<file path="config.mk">
export PLATFORM = sky130hd
export DESIGN_NAME = ppmc_ctrl
export DESIGN_NICKNAME = d
export VERILOG_FILES = /design/src/ppmc_pkg.sv /design/src/ppmc_cycle.sv /design/src/ppmc_ctrl.sv
export VERILOG_INCLUDE_DIRS = /design/src /design/src/src
export SDC_FILE = /design/constraint.sdc
export NUM_CORES = 1
export LEC_CHECK = 0
export ABC_AREA = 0
export BUFFER_PORTS_ARGS = -buffer_cell sky130_fd_sc_hd__clkbuf_2
export CORE_MARGIN = 5
export CORE_UTILIZATION = 41
export DETAILED_ROUTE_END_ITERATION = 6
export PLACE_DENSITY = 0.63
export SLEW_MARGIN = 0
export SYNTH_ARGS = -nofsm -noshare
export SYNTH_HDL_FRONTEND = slang
export SYNTH_SLANG_ARGS = --single-unit
</file>
<file path="constraint.sdc">
create_clock -name CORE_CLK -period 5.2 [get_ports CORE_CLK]
set_input_delay 0.26 -clock CORE_CLK [delete_from_list [all_inputs] [get_ports CORE_CLK]]
set_output_delay 0.26 -clock CORE_CLK [all_outputs]
set_load 0.01 [all_outputs]
</file>
<file path="src/ppmc_defs.svh">
// constants for the partition protection and mode controller
`ifndef PPMC_DEFS_SVH
`define PPMC_DEFS_SVH

// ****************************************
// widths
// ****************************************
`define PPMC_AW           13
`define PPMC_DW           16
`define PPMC_WB_AW        8

// ****************************************
// timing
// ****************************************
`define PPMC_CLK_NS       100
`define PPMC_SETUP_NS     100
`define PPMC_STROBE_NS    250
`define PPMC_HOLD_NS      100
`define PPMC_RST_PULSE_NS 1000
`define PPMC_BUSY_MAX_NS  1300000
`define PPMC_SETUP_CYC    ((`PPMC_SETUP_NS + `PPMC_CLK_NS - 1) / `PPMC_CLK_NS)
`define PPMC_STROBE_CYC   ((`PPMC_STROBE_NS + `PPMC_CLK_NS - 1) / `PPMC_CLK_NS)
`define PPMC_HOLD_CYC     ((`PPMC_HOLD_NS + `PPMC_CLK_NS - 1) / `PPMC_CLK_NS)
`define PPMC_RST_CYC      ((`PPMC_RST_PULSE_NS + `PPMC_CLK_NS - 1) / `PPMC_CLK_NS)
`define PPMC_BUSY_CYC     (`PPMC_BUSY_MAX_NS / `PPMC_CLK_NS)

// ****************************************
// device addresses and sequence values
// ****************************************
`define PPMC_DEV_CTRL_ADDR 13'h1002
`define PPMC_DEV_CONF_ADDR 13'h1003
`define PPMC_DEV_WAKE_ADDR 13'h1FFF
`define PPMC_MODE_NORMAL_V 16'h0005
`define PPMC_MODE_PDOWN_V  16'h0002
`define PPMC_WAKE_READS    3'h4

// ****************************************
// software register map
// ****************************************
`define PPMC_REG_CTRL     8'h00
`define PPMC_REG_ADDR     8'h04
`define PPMC_REG_WDATA    8'h08
`define PPMC_REG_RDATA    8'h0C
`define PPMC_REG_STATUS   8'h10

// ctrl fields
`define PPMC_CTRL_GO      0
`define PPMC_CTRL_CMD_LO  1
`define PPMC_CTRL_CMD_HI  3
`define PPMC_CTRL_LOCK    4
`define PPMC_CTRL_UBE     5

// status fields
`define PPMC_ST_ACTIVE    0
`define PPMC_ST_DONE      1
`define PPMC_ST_REFUSED   2
`define PPMC_ST_TIMEOUT   3
`define PPMC_ST_MODE_LO   4
`define PPMC_ST_MODE_HI   5
`define PPMC_ST_BUSYPIN   6

// command codes
`define PPMC_CMD_READ     3'h0
`define PPMC_CMD_WRITE    3'h1
`define PPMC_CMD_NORMAL   3'h2
`define PPMC_CMD_PDOWN    3'h3
`define PPMC_CMD_WAKE     3'h4
`define PPMC_CMD_RESET    3'h5

// mode codes
`define PPMC_MODE_RESET   2'h0
`define PPMC_MODE_NORMAL  2'h1
`define PPMC_MODE_DPD     2'h2

`endif

</file>
<file path="src/ppmc_pkg.sv">
// types shared by the protection and mode controller
package ppmc_pkg;
  `include "ppmc_defs.svh"

  // ****************************************
  // carriers
  // ****************************************
  typedef struct packed {
    logic                  we;
    logic [`PPMC_AW-1:0]   addr;
    logic [`PPMC_DW-1:0]   data;
  } ppmc_req_s;

  typedef struct packed {
    logic                  ce_n;
    logic                  we_n;
    logic                  oe_n;
    logic [`PPMC_AW-1:0]   addr;
    logic [`PPMC_DW-1:0]   dout;
    logic                  doe;
  } ppmc_pins_s;
endpackage

</file>
<file path="src/ppmc_cycle.sv">
// one asynchronous memory-style bus cycle towards the flash disk
`timescale 1ns/100ps
`include "ppmc_defs.svh"
module ppmc_cycle
  import ppmc_pkg::*;
(
  input  wire logic                clk,
  input  wire logic                rst_b,
  input  wire logic                start,
  input  wire ppmc_req_s           req,
  input  wire logic [`PPMC_DW-1:0] din,
  output ppmc_pins_s               pins,
  output logic [`PPMC_DW-1:0]      rdata,
  output logic                     done
);

  // ****************************************
  // state
  // ****************************************
  typedef enum logic [1:0] {C_IDLE, C_SETUP, C_STROBE, C_HOLD} ppmc_cyc_e;

  ppmc_cyc_e            st_reg, st_next;
  logic [3:0]           cnt_reg, cnt_next;
  ppmc_req_s            req_reg, req_next;
  ppmc_pins_s           pins_reg, pins_next;
  logic [`PPMC_DW-1:0]  rdata_reg, rdata_next;
  logic                 done_reg, done_next;

  always_comb
  begin
    st_next    = st_reg;
    cnt_next   = cnt_reg;
    req_next   = req_reg;
    pins_next  = pins_reg;
    rdata_next = rdata_reg;
    done_next  = 1'b0;
    unique case (st_reg)
      C_IDLE:
      begin
        // idle bus parked static so the device can shut its input buffers
        pins_next = '{ce_n: 1'b1, we_n: 1'b1, oe_n: 1'b1, addr: '0, dout: '0, doe: 1'b0};
        if (start)
        begin
          req_next       = req;
          pins_next.ce_n = 1'b0;
          pins_next.addr = req.addr;
          pins_next.dout = req.data;
          pins_next.doe  = req.we;
          cnt_next       = 4'(`PPMC_SETUP_CYC);
          st_next        = C_SETUP;
        end
      end
      C_SETUP:
      begin
        cnt_next = cnt_reg - 4'h1;
        if (cnt_reg == 4'h1)
        begin
          // strobe only inside chip select, never alone
          pins_next.we_n = ~req_reg.we;
          pins_next.oe_n = req_reg.we;
          cnt_next       = 4'(`PPMC_STROBE_CYC);
          st_next        = C_STROBE;
        end
      end
      C_STROBE:
      begin
        cnt_next = cnt_reg - 4'h1;
        if (cnt_reg == 4'h1)
        begin
          if (!req_reg.we)
            rdata_next = din;
          pins_next.we_n = 1'b1;
          pins_next.oe_n = 1'b1;
          cnt_next       = 4'(`PPMC_HOLD_CYC);
          st_next        = C_HOLD;
        end
      end
      C_HOLD:
      begin
        cnt_next = cnt_reg - 4'h1;
        if (cnt_reg == 4'h1)
        begin
          pins_next.ce_n = 1'b1;
          pins_next.doe  = 1'b0;
          done_next      = 1'b1;
          st_next        = C_IDLE;
        end
      end
    endcase
  end

  always_ff @(posedge clk or negedge rst_b)
  begin
    if (!rst_b)
    begin
      st_reg    <= C_IDLE;
      cnt_reg   <= 4'h0;
      req_reg   <= '0;
      pins_reg  <= '{ce_n: 1'b1, we_n: 1'b1, oe_n: 1'b1, addr: '0, dout: '0, doe: 1'b0};
      rdata_reg <= '0;
      done_reg  <= 1'b0;
    end
    else
    begin
      st_reg    <= st_next;
      cnt_reg   <= cnt_next;
      req_reg   <= req_next;
      pins_reg  <= pins_next;
      rdata_reg <= rdata_next;
      done_reg  <= done_next;
    end
  end

  assign pins  = pins_reg;
  assign rdata = rdata_reg;
  assign done  = done_reg;

endmodule

</file>
<file path="src/ppmc_ctrl.sv">
// host controller: wishbone registers driving the flash disk pins
//
// Behaviour
// - control then confirmation write enters normal; host does this before reads
// - power-down sequence then chip select negated enters deep power-down
// - four reads from 1FFF leave deep power-down; data undefined
// - host ensures device awake before boot fetch, via reset pulse and busy
//
// The address map and the Wishbone interface to the registers were decided locally.
`timescale 1ns/100ps
`include "ppmc_defs.svh"
module ppmc_ctrl
  import ppmc_pkg::*;
#(
  parameter int BUSY_WAIT_CYC = `PPMC_BUSY_CYC
)
(
  input  wire logic                   CORE_CLK,
  input  wire logic                   RST_B,
  input  wire logic                   WB_CYC_I,
  input  wire logic                   WB_STB_I,
  input  wire logic                   WB_WE_I,
  input  wire logic [`PPMC_WB_AW-1:0] WB_ADR_I,
  input  wire logic [3:0]             WB_SEL_I,
  input  wire logic [31:0]            WB_DAT_I,
  output logic      [31:0]            WB_DAT_O,
  output logic                        WB_ACK_O,
  output logic                        DEV_CE_N,
  output logic                        DEV_WE_N,
  output logic                        DEV_OE_N,
  output logic      [`PPMC_AW-1:0]    DEV_ADDR,
  output logic      [`PPMC_DW-1:0]    DEV_DATA_O,
  output logic                        DEV_DATA_OE,
  input  wire logic [`PPMC_DW-1:0]    DEV_DATA_I,
  output logic                        DEV_UPPER_BYTE_EN_N,
  output logic                        DEV_RESET_INPUT_N,
  output logic                        DEV_LOCK_N,
  input  wire logic                   DEV_BUSY_N
);

  // ****************************************
  // declarations
  // ****************************************
  typedef enum logic [1:0] {S_IDLE, S_CYCLE, S_RST_PULSE, S_RST_WAIT} ppmc_state_e;

  ppmc_state_e          st_reg, st_next;
  logic [2:0]           cmd_reg, cmd_next;
  logic [2:0]           step_reg, step_next;
  logic [15:0]          cnt_reg, cnt_next;
  logic [1:0]           mode_reg, mode_next;
  logic [`PPMC_AW-1:0]  addr_reg, addr_next;
  logic [`PPMC_DW-1:0]  wdata_reg, wdata_next;
  logic [`PPMC_DW-1:0]  rdata_reg, rdata_next;
  logic                 lock_reg, lock_next;
  logic                 ube_reg, ube_next;
  logic                 done_reg, done_next;
  logic                 refused_reg, refused_next;
  logic                 tmo_reg, tmo_next;
  logic                 rst_out_reg, rst_out_next;
  logic                 ack_reg, ack_next;
  logic [31:0]          dat_reg, dat_next;
  logic                 cyc_start;
  ppmc_req_s            cyc_req;
  ppmc_pins_s           pins;
  logic [`PPMC_DW-1:0]  cyc_rdata;
  logic                 cyc_done;
  logic                 wb_req;
  logic                 wb_wr;
  logic [2:0]           go_cmd;
  logic                 go;
  logic                 refuse;

  // ****************************************
  // sequence table
  // ****************************************
  function automatic ppmc_req_s step_req(input logic [2:0] cmd, input logic [2:0] step,
                                         input logic [`PPMC_AW-1:0] a,
                                         input logic [`PPMC_DW-1:0] d);
    ppmc_req_s r;
    r = '{we: 1'b0, addr: a, data: '0};
    unique case (cmd)
      `PPMC_CMD_WRITE:  r = '{we: 1'b1, addr: a, data: d};
      // control then confirmation, confirmation carries the complement
      `PPMC_CMD_NORMAL: r = '{we: 1'b1,
                              addr: (step == 3'h0) ? `PPMC_DEV_CTRL_ADDR : `PPMC_DEV_CONF_ADDR,
                              data: (step == 3'h0) ? `PPMC_MODE_NORMAL_V
                                                   : ~`PPMC_MODE_NORMAL_V};
      `PPMC_CMD_PDOWN:  r = '{we: 1'b1,
                              addr: (step == 3'h0) ? `PPMC_DEV_CTRL_ADDR : `PPMC_DEV_CONF_ADDR,
                              data: (step == 3'h0) ? `PPMC_MODE_PDOWN_V
                                                   : ~`PPMC_MODE_PDOWN_V};
      `PPMC_CMD_WAKE:   r = '{we: 1'b0, addr: `PPMC_DEV_WAKE_ADDR, data: '0};
      default:          r = '{we: 1'b0, addr: a, data: '0};
    endcase
    return r;
  endfunction

  function automatic logic [2:0] step_count(input logic [2:0] cmd);
    logic [2:0] n;
    n = 3'h1;
    if (cmd == `PPMC_CMD_WAKE)
      n = `PPMC_WAKE_READS;
    else if (cmd == `PPMC_CMD_NORMAL || cmd == `PPMC_CMD_PDOWN)
      n = 3'h2;
    return n;
  endfunction

  // ****************************************
  // wishbone decode
  // ****************************************
  assign wb_req = WB_CYC_I && WB_STB_I && !ack_reg;
  assign wb_wr  = wb_req && WB_WE_I;
  assign go_cmd = WB_DAT_I[`PPMC_CTRL_CMD_HI:`PPMC_CTRL_CMD_LO];
  assign go     = wb_wr && (WB_ADR_I == `PPMC_REG_CTRL) && WB_SEL_I[0]
                  && WB_DAT_I[`PPMC_CTRL_GO] && (st_reg == S_IDLE);
  // reads need normal mode; deep power-down only accepts wake, normal or reset
  assign refuse = ((go_cmd == `PPMC_CMD_READ) && (mode_reg != `PPMC_MODE_NORMAL))
               || ((go_cmd == `PPMC_CMD_WRITE) && (mode_reg == `PPMC_MODE_DPD))
               || ((go_cmd == `PPMC_CMD_PDOWN) && (mode_reg != `PPMC_MODE_NORMAL))
               || ((go_cmd == `PPMC_CMD_WAKE) && (mode_reg != `PPMC_MODE_DPD))
               || (go_cmd > `PPMC_CMD_RESET);

  // ****************************************
  // next state
  // ****************************************
  always_comb
  begin
    st_next      = st_reg;
    cmd_next     = cmd_reg;
    step_next    = step_reg;
    cnt_next     = cnt_reg;
    mode_next    = mode_reg;
    addr_next    = addr_reg;
    wdata_next   = wdata_reg;
    rdata_next   = rdata_reg;
    lock_next    = lock_reg;
    ube_next     = ube_reg;
    done_next    = done_reg;
    refused_next = refused_reg;
    tmo_next     = tmo_reg;
    rst_out_next = rst_out_reg;
    ack_next     = wb_req;
    dat_next     = 32'h0000_0000;
    cyc_start    = 1'b0;
    cyc_req      = step_req(cmd_reg, step_reg, addr_reg, wdata_reg);

    if (wb_req && !WB_WE_I)
    begin
      unique case (WB_ADR_I)
        `PPMC_REG_CTRL:   dat_next = {26'h0, ube_reg, lock_reg, cmd_reg, 1'b0};
        `PPMC_REG_ADDR:   dat_next = {19'h0, addr_reg};
        `PPMC_REG_WDATA:  dat_next = {16'h0, wdata_reg};
        `PPMC_REG_RDATA:  dat_next = {16'h0, rdata_reg};
        `PPMC_REG_STATUS: dat_next = {25'h0, ~DEV_BUSY_N, mode_reg, tmo_reg, refused_reg,
                                      done_reg, (st_reg != S_IDLE)};
        default:          dat_next = 32'h0000_0000;
      endcase
    end

    if (wb_wr)
    begin
      unique case (WB_ADR_I)
        `PPMC_REG_CTRL:
        begin
          if (WB_SEL_I[0])
          begin
            // lock pin for sessions; the sticky bit itself is a device write
            lock_next = WB_DAT_I[`PPMC_CTRL_LOCK];
            ube_next  = WB_DAT_I[`PPMC_CTRL_UBE];
          end
        end
        `PPMC_REG_ADDR:
        begin
          if (WB_SEL_I[0])
            addr_next[7:0] = WB_DAT_I[7:0];
          if (WB_SEL_I[1])
            addr_next[`PPMC_AW-1:8] = WB_DAT_I[`PPMC_AW-1:8];
        end
        `PPMC_REG_WDATA:
        begin
          if (WB_SEL_I[0])
            wdata_next[7:0] = WB_DAT_I[7:0];
          if (WB_SEL_I[1])
            wdata_next[15:8] = WB_DAT_I[15:8];
        end
        `PPMC_REG_STATUS:
        begin
          if (WB_SEL_I[0] && WB_DAT_I[`PPMC_ST_DONE])
            done_next = 1'b0;
          if (WB_SEL_I[0] && WB_DAT_I[`PPMC_ST_REFUSED])
            refused_next = 1'b0;
          if (WB_SEL_I[0] && WB_DAT_I[`PPMC_ST_TIMEOUT])
            tmo_next = 1'b0;
        end
        default:
        begin
        end
      endcase
    end

    unique case (st_reg)
      S_IDLE:
      begin
        if (go && refuse)
          refused_next = 1'b1;
        else if (go)
        begin
          cmd_next  = go_cmd;
          step_next = 3'h0;
          if (go_cmd == `PPMC_CMD_RESET)
          begin
            // pulse reset so boot fetch never meets a sleeping device
            rst_out_next = 1'b0;
            cnt_next     = 16'(`PPMC_RST_CYC);
            st_next      = S_RST_PULSE;
          end
          else
            st_next = S_CYCLE;
        end
      end
      S_CYCLE:
      begin
        cyc_start = (cnt_reg == 16'h0000);
        cnt_next  = 16'h0001;
        if (cyc_done)
        begin
          cnt_next  = 16'h0000;
          step_next = step_reg + 3'h1;
          if (cmd_reg == `PPMC_CMD_READ)
            rdata_next = cyc_rdata;
          if (step_reg + 3'h1 == step_count(cmd_reg))
          begin
            st_next   = S_IDLE;
            done_next = 1'b1;
            if (cmd_reg == `PPMC_CMD_NORMAL || cmd_reg == `PPMC_CMD_WAKE)
              mode_next = `PPMC_MODE_NORMAL;
            else if (cmd_reg == `PPMC_CMD_PDOWN)
              mode_next = `PPMC_MODE_DPD;
          end
        end
      end
      S_RST_PULSE:
      begin
        cnt_next = cnt_reg - 16'h0001;
        if (cnt_reg == 16'h0001)
        begin
          rst_out_next = 1'b1;
          mode_next    = `PPMC_MODE_RESET;
          cnt_next     = 16'(BUSY_WAIT_CYC);
          st_next      = S_RST_WAIT;
        end
      end
      S_RST_WAIT:
      begin
        // busy wait bounded by the longest load time
        cnt_next = cnt_reg - 16'h0001;
        if (DEV_BUSY_N)
        begin
          st_next   = S_IDLE;
          done_next = 1'b1;
        end
        else if (cnt_reg == 16'h0000)
        begin
          st_next   = S_IDLE;
          done_next = 1'b1;
          tmo_next  = 1'b1;
        end
      end
    endcase
  end

  always_ff @(posedge CORE_CLK or negedge RST_B)
  begin
    if (!RST_B)
    begin
      st_reg      <= S_IDLE;
      cmd_reg     <= `PPMC_CMD_READ;
      step_reg    <= 3'h0;
      cnt_reg     <= 16'h0000;
      mode_reg    <= `PPMC_MODE_RESET;
      addr_reg    <= '0;
      wdata_reg   <= '0;
      rdata_reg   <= '0;
      lock_reg    <= 1'b0;
      ube_reg     <= 1'b0;
      done_reg    <= 1'b0;
      refused_reg <= 1'b0;
      tmo_reg     <= 1'b0;
      rst_out_reg <= 1'b1;
      ack_reg     <= 1'b0;
      dat_reg     <= 32'h0000_0000;
    end
    else
    begin
      st_reg      <= st_next;
      cmd_reg     <= cmd_next;
      step_reg    <= step_next;
      cnt_reg     <= cnt_next;
      mode_reg    <= mode_next;
      addr_reg    <= addr_next;
      wdata_reg   <= wdata_next;
      rdata_reg   <= rdata_next;
      lock_reg    <= lock_next;
      ube_reg     <= ube_next;
      done_reg    <= done_next;
      refused_reg <= refused_next;
      tmo_reg     <= tmo_next;
      rst_out_reg <= rst_out_next;
      ack_reg     <= ack_next;
      dat_reg     <= dat_next;
    end
  end

  // ****************************************
  // device bus cycle engine
  // ****************************************
  ppmc_cycle u_cycle (
    .clk   (CORE_CLK),
    .rst_b (RST_B),
    .start (cyc_start),
    .req   (cyc_req),
    .din   (DEV_DATA_I),
    .pins  (pins),
    .rdata (cyc_rdata),
    .done  (cyc_done)
  );

  // ****************************************
  // outputs
  // ****************************************
  assign WB_ACK_O            = ack_reg;
  assign WB_DAT_O            = dat_reg;
  assign DEV_CE_N            = pins.ce_n;
  assign DEV_WE_N            = pins.we_n;
  assign DEV_OE_N            = pins.oe_n;
  assign DEV_ADDR            = pins.addr;
  assign DEV_DATA_O          = pins.dout;
  assign DEV_DATA_OE         = pins.doe;
  // held high in power-down to keep this input static; DEV_LOCK_N still follows the lock bit
  assign DEV_UPPER_BYTE_EN_N = ~ube_reg | (mode_reg == `PPMC_MODE_DPD);
  // reset never held long: a held reset in normal mode would sleep the part
  assign DEV_RESET_INPUT_N   = rst_out_reg;
  assign DEV_LOCK_N          = ~lock_reg;

endmodule

</file>
==> flow_summary_export.csv <==
group,metric,value,unit
floorplanning,initial_utilization,0.414,
clock_network,clk_latency,0.43,ns
logic_synthesis,syn-cell-area,7390,um2
logic_synthesis,ys.flop_type,"dfrtp_1",
grt,grt.overflow.total,0,
drt,drt.antenna.violating_nets,0,
floorplanning,die_w,144,um
final_layout,syn_to_final_growth,16.4,%
grt,grt_max_degree,109,
setup_path,critPathLaunchType,"flop",
final_layout,fill_cells,1651,
logic_synthesis,synth_compound_gate_area_share,0.124,
timing,slew-limit-headroom,0.237,
min_path,hold_depth,2,
place,hpwlAfterDp,12700,um
logic_synthesis,yosys.area_share.simple,0.137,
drt,vias_per_cell,5.38,
final_layout,nets,851,
timing,hold_viol,0,
min_path,hold_class,"input pin to flop",
drt,remaining_drc_errors,0,
setup_path,arrival,3.36,ns
final_layout,largest_reg_flops,33,
clock_network,cts_buffers,17,
logic_synthesis,yosysWarnings,0,
logic_synthesis,synthMuxAreaShare,0.148,
place,gp_congestion,0.810,
drt,wl_per_cell,17.5,um
setup_path,reg2reg_depth,5,
power,ir_worst_vdd,221,uV
timing,timing.final.ws_setup,2.15,ns
final_layout,finalInstanceArea,8600,um2
logic_synthesis,ys_types,67,
drt,drt-met1-wl,7780,um
timing,final_max_slew_viol_count,0,
setup_path,cp-end-kind,"flop",
setup_path,required,5.51,ns
final_layout,layout-drive-gt1-share,0.295,
floorplanning,ioPinCount,135,
final_layout,diodes,0,
min_path,hp-start,"DEV_DATA_I[9]",
clock_network,cts_buffer_depth,2,
drt,met2_wirelength,8700,um
drt,top_layer,"met4",
clock_network,clk_pin_slew,0.07,ns
timing,fin_skew,0.00801,ns
place,portBuffers,100,
timing,worst_pin_slew,1.14,ns
power,p_leak,4.07,nW
grt,grt_pass1_vias,5560,
floorplanning,die_h,144,um
place,pre_cts_slack,2.15,ns
power,power_density,304,nW/um2
grt,grt_use_total,0.183,
logic_synthesis,synth_top_family_by_area,"multiplexers",
drt,first_iter_violations,315,
grt,grt_first_pass_wirelength,29800,um
floorplanning,rows,49,
setup_path,reg2reg_slack,2.15,ns
logic_synthesis,synthArstFlopShare,1.00,
timing,rsz0062_at_grt,"false",
min_path,worstHoldEndpoint,"u_cycle.rdata[9]$_DFFE_PN0P_",
logic_synthesis,synthAdderAreaFrac,0.0186,
logic_synthesis,synth_edf_count,0,
final_layout,register_area,3780,um2
drt,vias,5470,
logic_synthesis,synth_area_per_cell,10.8,um2
clock_network,post_cts_buffers,0,
timing,period_share,0.586,
logic_synthesis,synth-seq-area-share,0.512,
floorplanning,core_area,17800,um2
clock_network,cts_root_buf,"clkbuf_16",
timing,fin_crit,3.05,ns
final_layout,multi_input_area,3290,um2
timing,fin_tns_setup,0,ns
drt,firstDrtPassIters,5,
setup_path,worstReg2RegStart,"cnt_reg[8]$_DFFE_PN0P_",
clock_network,cts.sinks,151,
timing,final-setup-viol-count,0,
timing,fmax,0.328,GHz
floorplanning,dieArea,20800,um2
status,outcome,"complete, no violations",
drt,wl_met3,925,um
setup_path,r2r_end,"u_cycle.st_reg[1]$_DFFE_PN0P_",
setup_path,critPathKind,"flop to flop",
logic_synthesis,ys_ff_latch,151,
place,placed_area,8000,um2
setup_path,critical_path.max_fanout,20,
clock_network,cts_tree,"built",
logic_synthesis,synth_cells,684,
logic_synthesis,synth_xor_area_frac,0.00830,
drt,wl,17800,um
flow_run,max_cap_violations,0,
grt,antenna_found_initial,0,
clock_network,htree_num_levels,4,
-- kinds of logic (layout without fill, tap and decap cells) --
| group | Yosys count | in the layout |
|---|---|---|
| AND/OR/NAND/NOR | 192 | 192 |
| flip-flops | 151 | 151 |
| AO/OA/AOI/OAI | 148 | 148 |
| multiplexers | 95 | 95 |
| buffers and inverters | 79 | 167 |
| adder cells (fa/ha/maj) | 11 | 11 |
| XOR/XNOR | 7 | 7 |
| other | 1 | 16 |
-- layout make-up --
type | instances | area share
inverter | 31 | 0.0135
clock inverter | 13 | 0.0157
clock buffer | 19 | 0.0527
tap | 229 | 0.0333
timing repair buffer | 104 | 0.0627
multi-input combinational | 469 | 0.382
sequential | 151 | 0.440
-- how the worst max path moves through the flow --
stage	start	end	slack (ns)	cells past startpoint
after global placement	cnt_reg[8]$_DFFE_PN0P_	u_cycle.st_reg[1]$_DFFE_PN0P_	2.18	5
after detailed placement	cnt_reg[8]$_DFFE_PN0P_	u_cycle.st_reg[1]$_DFFE_PN0P_	2.15	5
final	cnt_reg[8]$_DFFE_PN0P_	u_cycle.st_reg[1]$_DFFE_PN0P_	2.15	5
after global routing	cnt_reg[8]$_DFFE_PN0P_	u_cycle.st_reg[1]$_DFFE_PN0P_	1.87	5
after floorplan	WB_ADR_I[0]	wdata_reg[10]$_DFFE_PN0P_	3.12	7
after CTS	cnt_reg[8]$_DFFE_PN0P_	u_cycle.st_reg[1]$_DFFE_PN0P_	2.14	5
-- routing by layer --
metal  track usage  up-vias
met5             0        -
met4        0.0638        0
met3        0.0420       28
met2         0.297      141
met1         0.241     2714
li1              -     2587
-- worst max-delay path, stage by stage, from the launching register on --
cell,delay (ns)
dfrtp_1,0.44
nor4_1,0.54
and4_1,0.39
nand3_1,0.72
a21oi_1,0.47
mux2_2,0.37
-- metrics by stage --
step            util  instances  hold slack, ns  power (W)
2_1_floorplan      -        699         -0.0356    0.00135
3_3_place_gp   0.448        983           0.457    0.00141
3_5_place_dp   0.448        983           0.457    0.00142
4_1_cts        0.482       1016          0.0432    0.00264
5_1_grt        0.482       1016          0.0478    0.00272
6_report       0.482       1016          0.0554    0.00261
-- cell usage after synthesis (all sizes together) (3+ instances only) --
cell,n,share of area
xnor2,4,0.0047
nor3b,7,0.0071
mux2i,6,0.0081
ha,11,0.019
dfrtp,147,0.50
xor2,3,0.0036
a21o,10,0.010
a211oi,3,0.0030
nand4,3,0.0025
or3,3,0.0025
nor4b,4,0.0088
o31ai,5,0.0051
clkbuf,21,0.011
dfstp,4,0.014
nand3b,4,0.0041
a22oi,15,0.015
o22ai,13,0.011
nand2,47,0.024
and2,4,0.0034
inv,31,0.016
nor3,16,0.013
o21ai,38,0.026
nand3,12,0.0081
buf,27,0.025
a31oi,3,0.0025
a21oi,42,0.028
nand2b,5,0.0042
nor2b,8,0.0068
nor4,4,0.0042
mux2,89,0.14
nor2,59,0.030
and3,5,0.0042
-- report_power, final --
part | internal [W] | switching [W] | total (W)
combinational | 0.0000580 | 0.0000908 | 0.000149
sequential | 0.00121 | 0.0000384 | 0.00125
clock | 0.000699 | 0.000521 | 0.00122
total | 0.00196 | 0.000650 | 0.00261
-- repair_timing --
| action | CTS | global route |
|---|---|---|
| gates resized for setup | 0 | 0 |
| endpoints found under the hold margin | 6 | 0 |
| hold buffers | 1 | 0 |
-- cell usage in the layout, fill, tap and decap left out, types with 3 or more instances in the layout --
cell,n
nand4_1,3
nand2b_1,5
buf_4,3
dfstp_2,4
inv_6,5
ha_1,11
a21oi_1,42
conb_1,16
and3_1,5
o22ai_1,13
nand2_1,47
mux2i_1,6
nor4_1,3
mux2_4,8
o21ai_0,37
dfrtp_1,147
nor2_1,58
xnor2_1,4
a22oi_1,15
a31oi_1,3
mux2_1,8
clkbuf_16,17
nand3b_1,4
nor3_1,14
nor2b_1,8
o31ai_1,5
a21o_1,10
or3_1,3
a211oi_1,3
nand3_1,12
and2_1,4
clkbuf_2,99
inv_1,31
mux2_2,73
xor2_1,3
clkinv_4,3
nor3b_1,6
(Power assumes the default switching activity.)
